==> src/inc/pm_protect_regs.svh <==
// Offsets, field positions, reset values and memory sizes of block protection
`ifndef PM_PROTECT_REGS_SVH
`define PM_PROTECT_REGS_SVH

`define ADDR_READ_PROT_LOW      21'h300008
`define ADDR_BOOT_DATA_READ     21'h300009
`define ADDR_WRITE_PROT_LOW     21'h30000a
`define ADDR_BOOT_DATA_CFG_WR   21'h30000b
`define ADDR_TBL_READ_PROT_LOW  21'h30000c
`define ADDR_BOOT_TBL_READ      21'h30000d
`define ADDR_USER_MODE          21'h30000e

`define BIT_DATA_RD_PROT        7
`define BIT_BOOT_RD_PROT        6
`define BIT_DATA_WR_PROT        7
`define BIT_BOOT_WR_PROT        6
`define BIT_CFG_WR_PROT         5
`define BIT_BOOT_TBL_READ       6

`define RST_LOW_BYTE            8'h0f
`define RST_HIGH_BYTE           8'hc0
`define RST_CFG_WR_BYTE         8'he0
`define RST_BOOT_TBL_BYTE       8'h40

`define BOOT_TOP_SMALL          21'h0001ff
`define BOOT_TOP_LARGE          21'h0007ff
`define MEM_TOP_8K              21'h001fff
`define MEM_TOP_16K             21'h003fff
`define MEM_TOP_32K             21'h007fff
`define BLK0_TOP_8K             21'h000fff
`define BLK0_TOP_LARGE          21'h001fff
`define BLK1_TOP_LARGE          21'h003fff
`define BLK2_TOP_32K            21'h005fff

`endif
==> src/inc/pm_protect_pkg.sv <==
// Types shared by the protection block files
package pm_protect_pkg;
   typedef enum logic [1:0] {MEM_8K, MEM_16K, MEM_32K} mem_size_e;
   typedef enum logic [2:0] {
      REG_BOOT, REG_BLK0, REG_BLK1, REG_BLK2, REG_BLK3, REG_NONE
   } region_e;
   typedef logic [20:0] paddr_t;
endpackage

==> src/hw/pm_block_decode.sv <==
// Program address to protection region decoder
`timescale 1ns/10ps
`default_nettype none
`include "pm_protect_regs.svh"
module pm_block_decode
   import pm_protect_pkg::*;
(
   input  wire pm_protect_pkg::mem_size_e mem_size_in,
   input  wire pm_protect_pkg::paddr_t    addr_in,
   output var  pm_protect_pkg::region_e   region_out
);
   always_comb
   begin
      region_out = REG_NONE;
      case (mem_size_in)
         MEM_8K:
         begin
            if (addr_in <= `BOOT_TOP_SMALL)
               region_out = REG_BOOT;
            else if (addr_in <= `BLK0_TOP_8K)
               region_out = REG_BLK0;
            else if (addr_in <= `MEM_TOP_8K)
               region_out = REG_BLK1;
         end
         MEM_16K, MEM_32K:
         begin
            if (addr_in <= `BOOT_TOP_LARGE)
               region_out = REG_BOOT;
            else if (addr_in <= `BLK0_TOP_LARGE)
               region_out = REG_BLK0;
            else if (addr_in <= `BLK1_TOP_LARGE)
               region_out = REG_BLK1;
            else if (mem_size_in == MEM_32K && addr_in <= `BLK2_TOP_32K)
               region_out = REG_BLK2;
            else if (mem_size_in == MEM_32K && addr_in <= `MEM_TOP_32K)
               region_out = REG_BLK3;
         end
         default:
            region_out = REG_NONE;
      endcase
   end
endmodule
`default_nettype wire

==> src/hw/pm_block_protect.sv <==
// Program memory block protection: config bytes, decode and gating
`timescale 1ns/10ps
`default_nettype none
`include "pm_protect_regs.svh"
//
// Function
// - Program memory splits into three or five protection blocks by size.
// - The boot block is 0.5K bytes on small memory and 2K bytes otherwise.
// - Each block has a read-protect, write-protect and table-read bit.
// - An 8-Kbyte memory maps boot, block 0 and block 1 to fixed ranges.
// - 16 and 32-Kbyte memories map wider ranges; 32K adds blocks 2 and 3.
// - Read, write and table-read bits sit in bytes from 300008h upward.
// - The config write-protect bit is read-only in user mode.
module pm_block_protect
   import pm_protect_pkg::*;
(
   input  wire logic                     mclk_in,
   input  wire logic                     sys_rst_in,
   input  wire pm_protect_pkg::mem_size_e mem_size_in,
   input  wire pm_protect_pkg::paddr_t   reg_addr_in,
   input  wire logic [7:0]               reg_wdata_in,
   input  wire logic                     reg_wr_in,
   input  wire logic                     reg_rd_in,
   output logic [7:0]                    reg_rdata_out,
   input  wire pm_protect_pkg::paddr_t   acc_addr_in,
   input  wire pm_protect_pkg::paddr_t   pc_addr_in,
   input  wire logic                     acc_rd_in,
   input  wire logic                     acc_wr_in,
   input  wire logic                     acc_tbl_in,
   input  wire logic [15:0]              mem_rdata_in,
   output logic [15:0]                   acc_rdata_out,
   output logic                          acc_allow_out,
   output logic                          acc_unimpl_out,
   output logic [2:0]                    acc_region_out,
   output logic                          data_eeprom_read_protect_out,
   output logic                          data_eeprom_write_protect_out
);
   import pm_protect_pkg::*;

   // ---------------------------------------------------------------
   // Configuration bytes
   // ---------------------------------------------------------------
   logic [3:0] block_read_protect_q;
   logic [3:0] block_write_protect_q;
   logic [3:0] block_external_table_read_q;
   logic       boot_read_protect_q;
   logic       boot_write_protect_q;
   logic       boot_external_table_read_q;
   logic       data_eeprom_read_protect_q;
   logic       data_eeprom_write_protect_q;
   logic       config_write_protect_q;
   logic       user_mode_q;
   logic [3:0] blk_mask;

   // Blocks 2 and 3 exist only on the largest memory
   assign blk_mask = (mem_size_in == MEM_32K) ? 4'hf : 4'h3;

   always_ff @(posedge mclk_in)
   begin
      if (sys_rst_in)
      begin
         block_read_protect_q        <= 4'hf;
         block_write_protect_q       <= 4'hf;
         block_external_table_read_q <= 4'hf;
      end
      else if (reg_wr_in)
      begin
         case (reg_addr_in)
            `ADDR_READ_PROT_LOW:
               block_read_protect_q <= reg_wdata_in[3:0] & blk_mask;
            `ADDR_WRITE_PROT_LOW:
               block_write_protect_q <= reg_wdata_in[3:0] & blk_mask;
            `ADDR_TBL_READ_PROT_LOW:
               block_external_table_read_q <= reg_wdata_in[3:0] & blk_mask;
            default:
               block_read_protect_q <= block_read_protect_q;
         endcase
      end
   end

   always_ff @(posedge mclk_in)
   begin
      if (sys_rst_in)
      begin
         boot_read_protect_q         <= 1'b1;
         data_eeprom_read_protect_q  <= 1'b1;
         boot_write_protect_q        <= 1'b1;
         data_eeprom_write_protect_q <= 1'b1;
         boot_external_table_read_q  <= 1'b1;
      end
      else if (reg_wr_in)
      begin
         case (reg_addr_in)
            `ADDR_BOOT_DATA_READ:
            begin
               data_eeprom_read_protect_q <= reg_wdata_in[`BIT_DATA_RD_PROT];
               boot_read_protect_q        <= reg_wdata_in[`BIT_BOOT_RD_PROT];
            end
            `ADDR_BOOT_DATA_CFG_WR:
            begin
               data_eeprom_write_protect_q <= reg_wdata_in[`BIT_DATA_WR_PROT];
               boot_write_protect_q        <= reg_wdata_in[`BIT_BOOT_WR_PROT];
            end
            `ADDR_BOOT_TBL_READ:
               boot_external_table_read_q <= reg_wdata_in[`BIT_BOOT_TBL_READ];
            default:
               boot_read_protect_q <= boot_read_protect_q;
         endcase
      end
   end

   // User mode is entered by software and left only by reset, so code
   // cannot unlock the config write-protect bit once it runs as user
   always_ff @(posedge mclk_in)
   begin
      if (sys_rst_in)
         user_mode_q <= 1'b0;
      else if (reg_wr_in && reg_addr_in == `ADDR_USER_MODE && reg_wdata_in[0])
         user_mode_q <= 1'b1;
   end

   always_ff @(posedge mclk_in)
   begin
      if (sys_rst_in)
         config_write_protect_q <= 1'b1;
      else if (reg_wr_in && reg_addr_in == `ADDR_BOOT_DATA_CFG_WR
               && !user_mode_q)
         config_write_protect_q <= reg_wdata_in[`BIT_CFG_WR_PROT];
   end

   // ---------------------------------------------------------------
   // Register read port
   // ---------------------------------------------------------------
   always_ff @(posedge mclk_in)
   begin
      if (sys_rst_in)
         reg_rdata_out <= 8'h00;
      else if (reg_rd_in)
      begin
         case (reg_addr_in)
            `ADDR_READ_PROT_LOW:
               // Reset leaves blocks 2 and 3 set; hide them on 8K and 16K memory
               reg_rdata_out <= {4'h0, block_read_protect_q & blk_mask};
            `ADDR_BOOT_DATA_READ:
               reg_rdata_out <= {data_eeprom_read_protect_q,
                                 boot_read_protect_q, 6'h00};
            `ADDR_WRITE_PROT_LOW:
               reg_rdata_out <= {4'h0, block_write_protect_q & blk_mask};
            `ADDR_BOOT_DATA_CFG_WR:
               reg_rdata_out <= {data_eeprom_write_protect_q,
                                 boot_write_protect_q,
                                 config_write_protect_q, 5'h00};
            `ADDR_TBL_READ_PROT_LOW:
               reg_rdata_out <= {4'h0, block_external_table_read_q & blk_mask};
            `ADDR_BOOT_TBL_READ:
               reg_rdata_out <= {1'b0, boot_external_table_read_q, 6'h00};
            `ADDR_USER_MODE:
               reg_rdata_out <= {7'h00, user_mode_q};
            default:
               reg_rdata_out <= 8'h00;
         endcase
      end
      else
         reg_rdata_out <= 8'h00;
   end

   // ---------------------------------------------------------------
   // Decode and access gating
   // ---------------------------------------------------------------
   region_e acc_region;
   region_e pc_region;

   pm_block_decode u_acc_decode
   (
      .mem_size_in (mem_size_in),
      .addr_in     (acc_addr_in),
      .region_out  (acc_region)
   );

   pm_block_decode u_pc_decode
   (
      .mem_size_in (mem_size_in),
      .addr_in     (pc_addr_in),
      .region_out  (pc_region)
   );

   // Selects one of the three control bits of a region; bit value 0
   // means the protection is active. Used for read, write and table.
   function automatic logic region_bit(input region_e r,
                                       input logic boot_b,
                                       input logic [3:0] blk_b);
      begin
         case (r)
            REG_BOOT: region_bit = boot_b;
            REG_BLK0: region_bit = blk_b[0];
            REG_BLK1: region_bit = blk_b[1];
            REG_BLK2: region_bit = blk_b[2];
            REG_BLK3: region_bit = blk_b[3];
            default:  region_bit = 1'b1;
         endcase
      end
   endfunction

   logic rd_ok;
   logic wr_ok;
   logic tbl_ok;
   logic unimpl;

   assign unimpl = (acc_region == REG_NONE);
   assign rd_ok  = region_bit(acc_region, boot_read_protect_q,
                              block_read_protect_q);
   assign wr_ok  = region_bit(acc_region, boot_write_protect_q,
                              block_write_protect_q);
   // A table read from inside its own block skips the table-read bit, but the read-protect bit still applies
   assign tbl_ok = (pc_region == acc_region) ||
                   region_bit(acc_region, boot_external_table_read_q,
                              block_external_table_read_q);

   always_ff @(posedge mclk_in)
   begin
      if (sys_rst_in)
      begin
         acc_allow_out  <= 1'b0;
         acc_unimpl_out <= 1'b0;
         acc_region_out <= 3'h0;
      end
      else
      begin
         acc_unimpl_out <= unimpl && (acc_rd_in || acc_wr_in);
         acc_region_out <= acc_region;
         if (acc_wr_in)
            acc_allow_out <= !unimpl && wr_ok;
         else if (acc_rd_in && acc_tbl_in)
            acc_allow_out <= !unimpl && rd_ok && tbl_ok;
         else if (acc_rd_in)
            acc_allow_out <= !unimpl;
         else
            acc_allow_out <= 1'b0;
      end
   end

   always_ff @(posedge mclk_in)
   begin
      if (sys_rst_in)
         acc_rdata_out <= 16'h0000;
      else if (acc_rd_in && !unimpl &&
               (!acc_tbl_in || (rd_ok && tbl_ok)))
         acc_rdata_out <= mem_rdata_in;
      else
         acc_rdata_out <= 16'h0000;
   end

   always_ff @(posedge mclk_in)
   begin
      if (sys_rst_in)
      begin
         data_eeprom_read_protect_out  <= 1'b0;
         data_eeprom_write_protect_out <= 1'b0;
      end
      else
      begin
         data_eeprom_read_protect_out  <= !data_eeprom_read_protect_q;
         data_eeprom_write_protect_out <= !data_eeprom_write_protect_q;
      end
   end
endmodule
`default_nettype wire

==> config.mk <==
export PLATFORM = sky130hd
export DESIGN_NAME = pm_block_protect
export DESIGN_NICKNAME = d
export VERILOG_FILES = /design/src/inc/pm_protect_pkg.sv /design/src/hw/pm_block_decode.sv /design/src/hw/pm_block_protect.sv
export VERILOG_INCLUDE_DIRS = /design/src /design/src/inc
export SDC_FILE = /design/constraint.sdc
export NUM_CORES = 1
export LEC_CHECK = 0
export ABC_CLOCK_PERIOD_IN_PS = 7000
export BUFFER_PORTS_ARGS = -buffer_cell sky130_fd_sc_hd__buf_4
export CAP_MARGIN = 20
export CORE_MARGIN = 3
export CORE_UTILIZATION = 30
export CTS_CLUSTER_SIZE = 16
export DETAILED_ROUTE_END_ITERATION = 10
export SYNTH_ARGS = -nofsm -noshare
export SYNTH_HDL_FRONTEND = slang
export SYNTH_SLANG_ARGS = --single-unit
==> constraint.sdc <==
create_clock -name mclk_in -period 7 [get_ports mclk_in]
set_input_delay 0 -clock mclk_in [delete_from_list [all_inputs] [get_ports mclk_in]]
set_output_delay 0 -clock mclk_in [all_outputs]
set_load 0.02 [all_outputs]
# == After elaboration in Yosys (flattened, before gate mapping) ==
# Index checks and enable logic that the tools add are counted.
# totals
out_inout_bits,31
ram_bits,0
latch_bits,0
mem_bits_ro,0
wordCells,113
n_memories,0
reg_bits,50
in_bits,96
# op_classes
n_addsub,0
bitwise,6
n_div,0
mul,0
magnitude_cmp,14
shift,0
mux,26
n_eq_ne,15
n_reduce_logical,35
# ops
operator,n
21-bit equality test (second input constant),7
21-bit by 15-bit <= comparator with 1-bit output (second input constant),4
8-bit case mux with 7 select lines,1
21-bit by 11-bit <= comparator with 1-bit output (second input constant),2
21-bit by 12-bit <= comparator with 1-bit output (second input constant),2
21-bit by 13-bit <= comparator with 1-bit output (second input constant),2
21-bit by 14-bit <= comparator with 1-bit output (second input constant),2
21-bit by 9-bit <= comparator with 1-bit output (second input constant),2
3-bit 2-to-1 mux,14
4-bit AND,4
1-bit logical AND,16
1-bit case mux with 5 select lines,3
3-bit case mux with 2 select lines,2
2-bit AND reduction,6
3-bit by 2-bit equality test with 1-bit output (second input constant),2
3-bit equality test (second input constant),2
2-bit OR reduction,3
1-bit zero test,5
1-bit 2-to-1 mux,5
4-bit 2-to-1 mux,1
3-bit by 1-bit equality test with 1-bit output (second input constant),1
3-bit equality test,1
3-bit zero test,1
1-bit logical OR,3
4 further kinds,5

# == Longest topological paths before layout ==
# Gate-level depths: netlist of the first run.
# logic_depth
depth_word,16
depth_mapped,13
mapped_depth_nobuf,9

# == Modules after synthesis ==
# Synthesis of the first run repeated with hierarchy kept, for this count alone.
# unflattened
cells_unflattened,259
hier_area_um2,2399.8
# modules_own_cells
mod,n_inst,cells_per_inst,seq_area_each_um2,area_per_inst_um2
pm_block_protect,1,215,980.9,2042.0
pm_block_decode,2,22,0.0,178.9

# == Least setup slack after synthesis of the first run ==
# Ideal clock, no wire load.
# synth_timing
path_type,in2reg
start,input port mem_size_in[0]
end,register acc_rdata_out[0]
stages,13
required_time_ps,6920
n_path_buf,4
arrival_time_ps,2126
setup_ps,80
path_slack_ps,4795
path_cell_list,inv_1 ha_1 buf_2 and4b_1 a311oi_1 or2_0 clkbuf_1 xnor2_1 a311oi_1 a31o_1 buf_2 buf_6 nor3b_1
# synth_between
elab_chain_len,16
elab_cells_between_ends,37
cone_classes,8 x eq/ne; 14 x mux; 1 x bitwise; 14 x reduce/logical
# synth_rtl
element,line_no,text
from (decl),pm_block_protect.sv:19,"input wire pm_protect_pkg::mem_size_e mem_size_in,"
2-bit equality test,"pm_block_decode.sv:15, pm_block_decode.sv:33, pm_block_decode.sv:35",
1-bit logical AND (no line),-,
1-bit 2-to-1 mux,pm_block_decode.sv:35,else if (mem_size_in == MEM_32K && addr_in <= `MEM_TOP_32K)
3-bit 2-to-1 mux,pm_block_decode.sv:33,else if (mem_size_in == MEM_32K && addr_in <= `BLK2_TOP_32K)
3-bit 2-to-1 mux,pm_block_decode.sv:31,else if (addr_in <= `BLK1_TOP_LARGE)
3-bit 2-to-1 mux,pm_block_decode.sv:29,else if (addr_in <= `BLK0_TOP_LARGE)
3-bit 2-to-1 mux,pm_block_decode.sv:27,if (addr_in <= `BOOT_TOP_LARGE)
3-bit case mux with 2 select lines,pm_block_decode.sv:15,case (mem_size_in)
"3-bit equality test, or another cell as far along",pm_block_protect.sv:193,case (r)
1-bit case mux with 5 select lines,pm_block_protect.sv:193,
1-bit logical OR,pm_block_protect.sv:215,assign tbl_ok = (pc_region == acc_region) ||
1-bit logical AND,pm_block_protect.sv:247,(!acc_tbl_in || (rd_ok && tbl_ok)))
1-bit logical OR,pm_block_protect.sv:247,
1-bit logical AND (*),pm_block_protect.sv:246,else if (acc_rd_in && !unimpl &&
1-bit inverter (no line) (*),-,
2-bit OR reduction (no line) (*),-,
to (signal assigned),pm_block_protect.sv:248,acc_rdata_out <= mem_rdata_in;
to (decl),pm_block_protect.sv:31,"output logic [15:0] acc_rdata_out,"
# Mark *: on every way between the ends. The rest lies on a longest branch, timed or not.
# A chain may end at the register's enable or synchronous reset.

# == Final worst setup path of the first run ==
# layout_timing
start,input port mem_size_in[0]
end,register acc_allow_out
# layout_between
elab_chain_len,14
elab_cells_between_ends,38
cone_classes,8 x eq/ne; 18 x mux; 12 x reduce/logical
# layout_rtl
element,line_no,text
2-bit equality test,"pm_block_decode.sv:15, pm_block_decode.sv:33, pm_block_decode.sv:35",
1-bit logical AND (no line),-,
1-bit 2-to-1 mux,pm_block_decode.sv:35,
3-bit 2-to-1 mux,pm_block_decode.sv:33,
3-bit 2-to-1 mux,pm_block_decode.sv:31,
3-bit 2-to-1 mux,pm_block_decode.sv:29,
3-bit 2-to-1 mux,pm_block_decode.sv:27,
3-bit case mux with 2 select lines,pm_block_decode.sv:15,
"3-bit equality test, or another cell as far along",pm_block_protect.sv:193,
1-bit case mux with 5 select lines / 1-bit zero test (equally long branches),-,
1-bit logical AND / 1-bit logical OR (equally long branches),"pm_block_protect.sv:234, pm_block_protect.sv:215",
1-bit logical AND,pm_block_protect.sv:234,acc_allow_out <= !unimpl && rd_ok && tbl_ok;
1-bit 2-to-1 mux,pm_block_protect.sv:233,else if (acc_rd_in && acc_tbl_in)
1-bit 2-to-1 mux (*),pm_block_protect.sv:231,if (acc_wr_in)
to (signal assigned),pm_block_protect.sv:232,acc_allow_out <= !unimpl && wr_ok;
to (signal assigned),pm_block_protect.sv:234,
to (signal assigned),pm_block_protect.sv:236,acc_allow_out <= !unimpl;
to (decl),pm_block_protect.sv:32,"output logic acc_allow_out,"
# Marks and branches as above.

==> results of run 1 <==
## cell usage after synthesis (2+ instances only)
library cell  instances  area, um^2
a21o_1                2        15.0
a21o_2                2        17.5
a21oi_1              11        55.1
a22oi_1               3        22.5
a311oi_1              2        17.5
and3b_1               2        17.5
and4b_1               3        30.0
buf_2                 4        20.0
buf_4                 2        15.0
buf_6                 2        22.5
clkbuf_1              9        33.8
dfxtp_1              49         981
ha_1                  3        37.5
inv_1                10        37.5
mux2i_1               5        50.1
nand2_1              33         124
nand2b_1              3        18.8
nand3_1              15        75.1
nand4_1               4        25.0
nand4b_1              2        17.5
nor2_1               23        86.3
nor3_1                7        35.0
nor3b_1              17         128
nor4_1                2        12.5
nor4_4                2        42.5
nor4b_1               2        17.5
nor4bb_1              2        20.0
o2111ai_1             4        35.0
o211ai_1             10        75.1
o21a_1                2        15.0
o21ai_0               9        45.0
o311a_1               2        20.0
o32ai_1               2        17.5
or2_2                 2        12.5
## registers in the layout, indices dropped and copies added (netlist names), 3 cells and up
| name | count |
|---|---|
| acc_rdata_out | 16 |
| reg_rdata_out | 7 |
| block_external_table_read_q | 4 |
| block_read_protect_q | 4 |
| block_write_protect_q | 4 |
| acc_region_out | 3 |
## through the flow
step	utilization [%]	worst slack [ps]	cell area [um^2]	cells	total power, mW
2_1_floorplan	-	4790	2460	280	0.347
3_3_place_gp	42.0	4210	3300	472	0.398
3_5_place_dp	42.0	4170	3300	472	0.399
4_1_cts	46.3	4500	3630	504	0.579
5_1_grt	46.3	4170	3630	504	0.599
6_report	46.3	4480	3630	504	0.571
## what timing repair did
item / 4_1_cts / 5_1_grt
hold buffers: 24 / 0
resized for setup: 0 / 0
endpoints found under the hold margin: 35 / 0
## power by group through the flow
stage               combinational, mW  clock, mW  sequential [mW]
finish                          0.118      0.167            0.286
global route                    0.129      0.184            0.286
CTS                             0.118      0.176            0.286
detailed placement              0.107          0            0.292
global placement                0.106          0            0.292
floorplan                      0.0478          0            0.299
## routing by layer
layer / part of all wire [%] / track usage (%) / up-vias
li1: - / - / 1261
met1: 44 / 18.2 / 1148
met2: 48 / 25.3 / 88
met3: 7.1 / 3.02 / 6
met4: 0.76 / 3.62 / 0
met5: 0 / 0 / -
## critical path, delay by kind of cell
family | cells | cell delay, ps
AND/OR/NAND/NOR | 2 | 620
adder cells (fa/ha/maj) | 1 | 440
AO/OA/AOI/OAI | 4 | 1370
XOR/XNOR | 1 | 130
buffers and inverters | 2 | 120
## cells by family (layout without fill, tap and decap cells)
| logic type | after synthesis | in the layout | synth area share (%) |
|---|---|---|---|
| AND/OR/NAND/NOR | 127 | 127 | 29.3 |
| AO/OA/AOI/OAI | 65 | 65 | 20.5 |
| flip-flops | 49 | 49 | 39.9 |
| buffers and inverters | 27 | 149 | 5.24 |
| multiplexers | 6 | 6 | 2.64 |
| adder cells (fa/ha/maj) | 3 | 3 | 1.53 |
| XOR/XNOR | 2 | 2 | 0.712 |
| other | 1 | 1 | 0.152 |
## how the worst min path moves through the flow
stage	endpoint	slack (ps)	cells past startpoint
finish	reg_rdata_out[5]	20	3
global route	reg_rdata_out[5]	20	3
CTS	reg_rdata_out[5]	6	3
detailed placement	config_write_protect_q	210	3
global placement	config_write_protect_q	210	3
floorplan	data_eeprom_read_protect_out	70	1
## layout make-up
cell class | count | area share [%]
inverter | 10 | 1.03
timing repair buffer | 131 | 28.7
clock inverter | 3 | 0.586
multi-input combinational | 204 | 37.2
clock buffer | 5 | 1.90
tap | 102 | 3.52
sequential | 49 | 27.0
==> flow_metrics.tcl, run 1 <==
set metrics [dict create \
    hold_class "primary input to flop" \
    seqPwrFrac_pct 50.0 \
    power_frac_comb_pct 20.7 \
    ir_drop_uv 99.0 \
    syn_nets 379 \
    p_leak_nw 1.59 \
    seqCellArea_um2 981 \
    regToRegStartpoint "block_external_table_read_q[2]" \
    hold-worst-slack_ps 21.9 \
    fillerInstances 806 \
    cpMostUsedCell "a311oi_1" \
    nets 500 \
    cts_tree "yes" \
    cts_buffers 5 \
    reg2reg_to "acc_allow_out" \
    cts_max_level 2 \
    critical_path.max_fanout 17 \
    ys_seq_elements 49 \
    hpwl_um 5240 \
    reg2regPathDepth 4 \
    status "complete, no violations" \
    design.portCount 127 \
    ant_nets 0 \
    post_drt_wl_per_cell_um 13.9 \
    rsz0062_at_grt "no" \
    syn-cell-area_mm2 0.00246 \
    fp.dieArea_mm2 0.00932 \
    crit_chain "buf_4 > inv_1 > ha_1 > and4b_1 > a311oi_1 > or2_0 > xnor2_1 > a311oi_1 > a31o_1 > o32ai_1" \
    grt_pass1_wl_um 10700 \
    final_common_cell "buf_4" \
    grt_max_degree 22 \
    relSlewSlack_pct 51.8 \
    first_pass_iters 4 \
    power_frac_clock_pct 29.3 \
    clk_path_buf_depth 2 \
    p_int_mw 0.418 \
    ys_seq_area_share_pct 39.9 \
    postSynthCellCount 280 \
    cts.clk_slew.worst_paths_ps 90 \
    cp_slowest_cell "a31o_1" \
    synth_edf_count 0 \
    p_sw_mw 0.153 \
    path_class "primary input to flop" \
    worstMarginPinSlew_ps 723 \
    ys_warn_count 0 \
    final_cell_mix "buf_4 (107), dfxtp_1 (49), nand2_1 (33), dlygate4sd3_1 (24), nor2_1 (23)" \
    final_layout_size_suffix_gt1_share_pct 32.3 \
    start_kind "primary input" \
    finalSetupViolations 0 \
    die_w_um 96.6 \
    clockRootBuffer "clkbuf_8" \
    cts_setup_buffers 0 \
    fmax_mhz 397 \
    area_delta_synth_final_pct 47.6 \
    hold_viol 0 \
    fin_crit_ps 2520 \
    sw_frac_of_total_pct 26.8 \
    regToRegSetupSlack_ps 5430 \
    min_period_over_period_pct 36.0 \
    fin_setup_tns_ps 0 \
    cp-end-kind "flop" \
    maxSlewViolCount 0 \
    place.gp.congestion 0.785 \
    min-delay-start "reg_addr_in[1]" \
    initial_core_util_pct 31.3 \
    grt_util_all_layers_pct 14.5 \
    clock_latency_ps 300 \
    power_density_mw_per_mm2 157 \
    multi_input_area_mm2 0.00135 \
    io_buffers 106 \
    fp-row-count 32 \
    avgSynthCellArea_um2 8.79 \
    synth_cell_type_count 62 \
    clock-skew-final_ps 9.76 \
    cts.sinks 49 \
    drt_iter0_markers 145 \
    cp-endpoint "acc_allow_out" \
    cpPeakStageDelay_ps 570 \
    crit_arrival_ps 2680 \
    post_drt_via_cell_ratio 4.97 \
    grt_pass1_vias 2409 \
    synthArstFlopShare_pct 0 \
    grt-ovfl-total 0 \
    placeableCoreArea_mm2 0.00785 \
    required_ps 7160 \
    crit_start "mem_size_in[0]" \
    wl_um 7010 \
    drv_cap 0 \
    drc 0 \
    num_vias 2503 \
    die_h_um 96.6 \
    ys.flop_type "dfxtp_1" \
    antenna_found_initial 0 \
    diodes 0 \
]
Power figures use the tool's default switching activity.
==> run 2, diff against run 1 <==
--- a/config.mk
+++ b/config.mk
@@ -6,7 +6,7 @@
 export SDC_FILE = /design/constraint.sdc
 export NUM_CORES = 1
 export LEC_CHECK = 0
-export ABC_CLOCK_PERIOD_IN_PS = 7000
+export ABC_CLOCK_PERIOD_IN_PS = 2300
 export BUFFER_PORTS_ARGS = -buffer_cell sky130_fd_sc_hd__buf_4
 export CAP_MARGIN = 20
 export CORE_MARGIN = 3
==> constraint.sdc (replaced) <==
create_clock -name mclk_in -period 2.3 [get_ports mclk_in]
set_input_delay 0 -clock mclk_in [delete_from_list [all_inputs] [get_ports mclk_in]]
set_output_delay 0 -clock mclk_in [all_outputs]
set_load 0.02 [all_outputs]
==> flow_metrics.tcl, run 2 (same netlist as run 1, synthesis figures left out) <==
set metrics [dict create \
    fmax_mhz 508 \
    hold_depth 3 \
    finalSetupViolations 0 \
    power.total_mw 1.78 \
    min-delay-start "reg_wdata_in[3]" \
    clock_latency_ps 300 \
    ant_nets 0 \
    drc 0 \
    min_period_over_period_pct 85.7 \
    placedCellCount 489 \
    die_w_um 96.6 \
    grt_pass1_vias 2553 \
    cts_tree "yes" \
    place.gp.congestion 0.830 \
    fillerInstances 751 \
    path_class "primary input to flop" \
    grt-ovfl-total 0 \
    cts_buffers 5 \
    diodes 0 \
    maxSlewViolCount 0 \
    nets 518 \
    seqCellArea_um2 981 \
    largest_reg_flops 16 \
    crit_arrival_ps 2170 \
    regToRegStartpoint "block_external_table_read_q[1]" \
    placed_area_mm2 0.00345 \
    first_pass_iters 4 \
    fin_setup_tns_ps 0 \
    rsz0062_at_grt "no" \
    reg_top3 "acc_rdata_out: 16 flops, reg_rdata_out: 7 flops" \
    reg2reg_to "acc_rdata_out[11]" \
    grt_util_all_layers_pct 15.1 \
    status "complete, no violations" \
    fp-row-count 32 \
    cts_setup_buffers 0 \
    required_ps 2500 \
    hold_class "primary input to flop" \
    design.portCount 127 \
    multi_input_area_mm2 0.00135 \
    cts_max_level 2 \
    fp.dieArea_mm2 0.00932 \
    regToRegSetupSlack_ps 960 \
    post_drt_via_cell_ratio 4.99 \
    grt.met2_usage_pct 27.1 \
    grt_max_degree 21 \
    drt_iter0_markers 102 \
    cts.clk_slew.worst_paths_ps 100 \
    cp-end-kind "flop" \
    min_delay_worst_endpoint "block_write_protect_q[3]" \
    clk_path_buf_depth 2 \
    placeableCoreArea_mm2 0.00785 \
    post_drt_wl_per_cell_um 13.7 \
    design_area_mm2 0.00380 \
    wl_um 7150 \
    hold_viol 0 \
    final_common_cell "buf_4" \
    grt_pass1_wl_um 11300 \
    hpwl_um 5430 \
    final_layout_size_suffix_gt1_share_pct 35.0 \
    cts.sinks 49 \
    utilization_pct 48.4 \
    clockRootBuffer "clkbuf_8" \
    io_buffers 106 \
    die_h_um 96.6 \
    use_met1_pct 18.6 \
    clock-skew-final_ps 8.73 \
    critical_path.max_fanout 16 \
    power_density_mw_per_mm2 470 \
    top_usage_layer "met2" \
    final_cells 522 \
    antenna_found_initial 0 \
    initial_core_util_pct 31.3 \
    grt_util_met3_pct 3.56 \
    start_kind "primary input" \
    area_delta_synth_final_pct 54.4 \
    cts_resized 0 \
    num_vias 2603 \
    final_cell_mix "buf_4 (122), dfxtp_1 (49), nand2_1 (33), dlygate4sd3_1 (25), nor2_1 (23)" \
    p_leak_nw 1.69 \
    fin_crit_ps 1970 \
    largest_register "acc_rdata_out" \
    reg2regPathDepth 5 \
    drv_cap 0 \
    ir_drop_uv 290 \
]
-- run 2: layer usage --
layer,vias up,wire length (um)
li1,1302,-
met2,86,3350
met1,1207,3230
met4,0,65
met3,8,511
met5,-,0
-- run 2: worst max path at each step --
stage                   start                end  cells after the start  slack, ps
6_report       mem_size_in[0]  acc_rdata_out[11]                     11        330
5_1_grt        mem_size_in[0]   acc_rdata_out[7]                     12        130
4_1_cts        mem_size_in[0]  acc_rdata_out[11]                     11        330
3_5_place_dp   mem_size_in[0]   acc_rdata_out[3]                     11          9
3_3_place_gp   mem_size_in[0]   acc_rdata_out[0]                     11         50
2_1_floorplan  mem_size_in[0]   acc_rdata_out[0]                     13         90
-- run 2: area by class of cell --
cell class              count  share of cell area (%)
flip-flops and latches     49                    25.8
well taps                 102                    3.36
clock buffers               5                    1.81
multi-input cells         204                    35.6
clock inverters             3                   0.692
repair buffers            149                    31.8
inverters                  10                   0.988
-- run 2: timing repair --
action,CTS,global route
endpoints found under the setup margin,0,0
hold endpoints to repair,36,0
hold buffers,25,0
-- run 2: power breakdown --
part | internal [mW] | switching [mW]
Clock | 0.221 | 0.305
Sequential | 0.865 | 0.00502
Combinational | 0.216 | 0.173
Total | 1.30 | 0.483
-- run 2: stage by stage --
step           setup WS (ps)  hold slack, ps
4_1_cts                  326            37.2
3_3_place_gp            50.6             214
6_report                 330            38.4
3_5_place_dp            9.11             222
2_1_floorplan           94.8            66.7
5_1_grt                  128            31.6
-- run 2: worst max-delay path, stage by stage --
cell and delay [ps]:
buf_4 110, inv_1 70, ha_1 270, a21bo_2 160
a21boi_1 80, or3_4 430, and2_4 190, mux2_4 310
a221oi_4 300, buf_12 180, nor3b_1 50
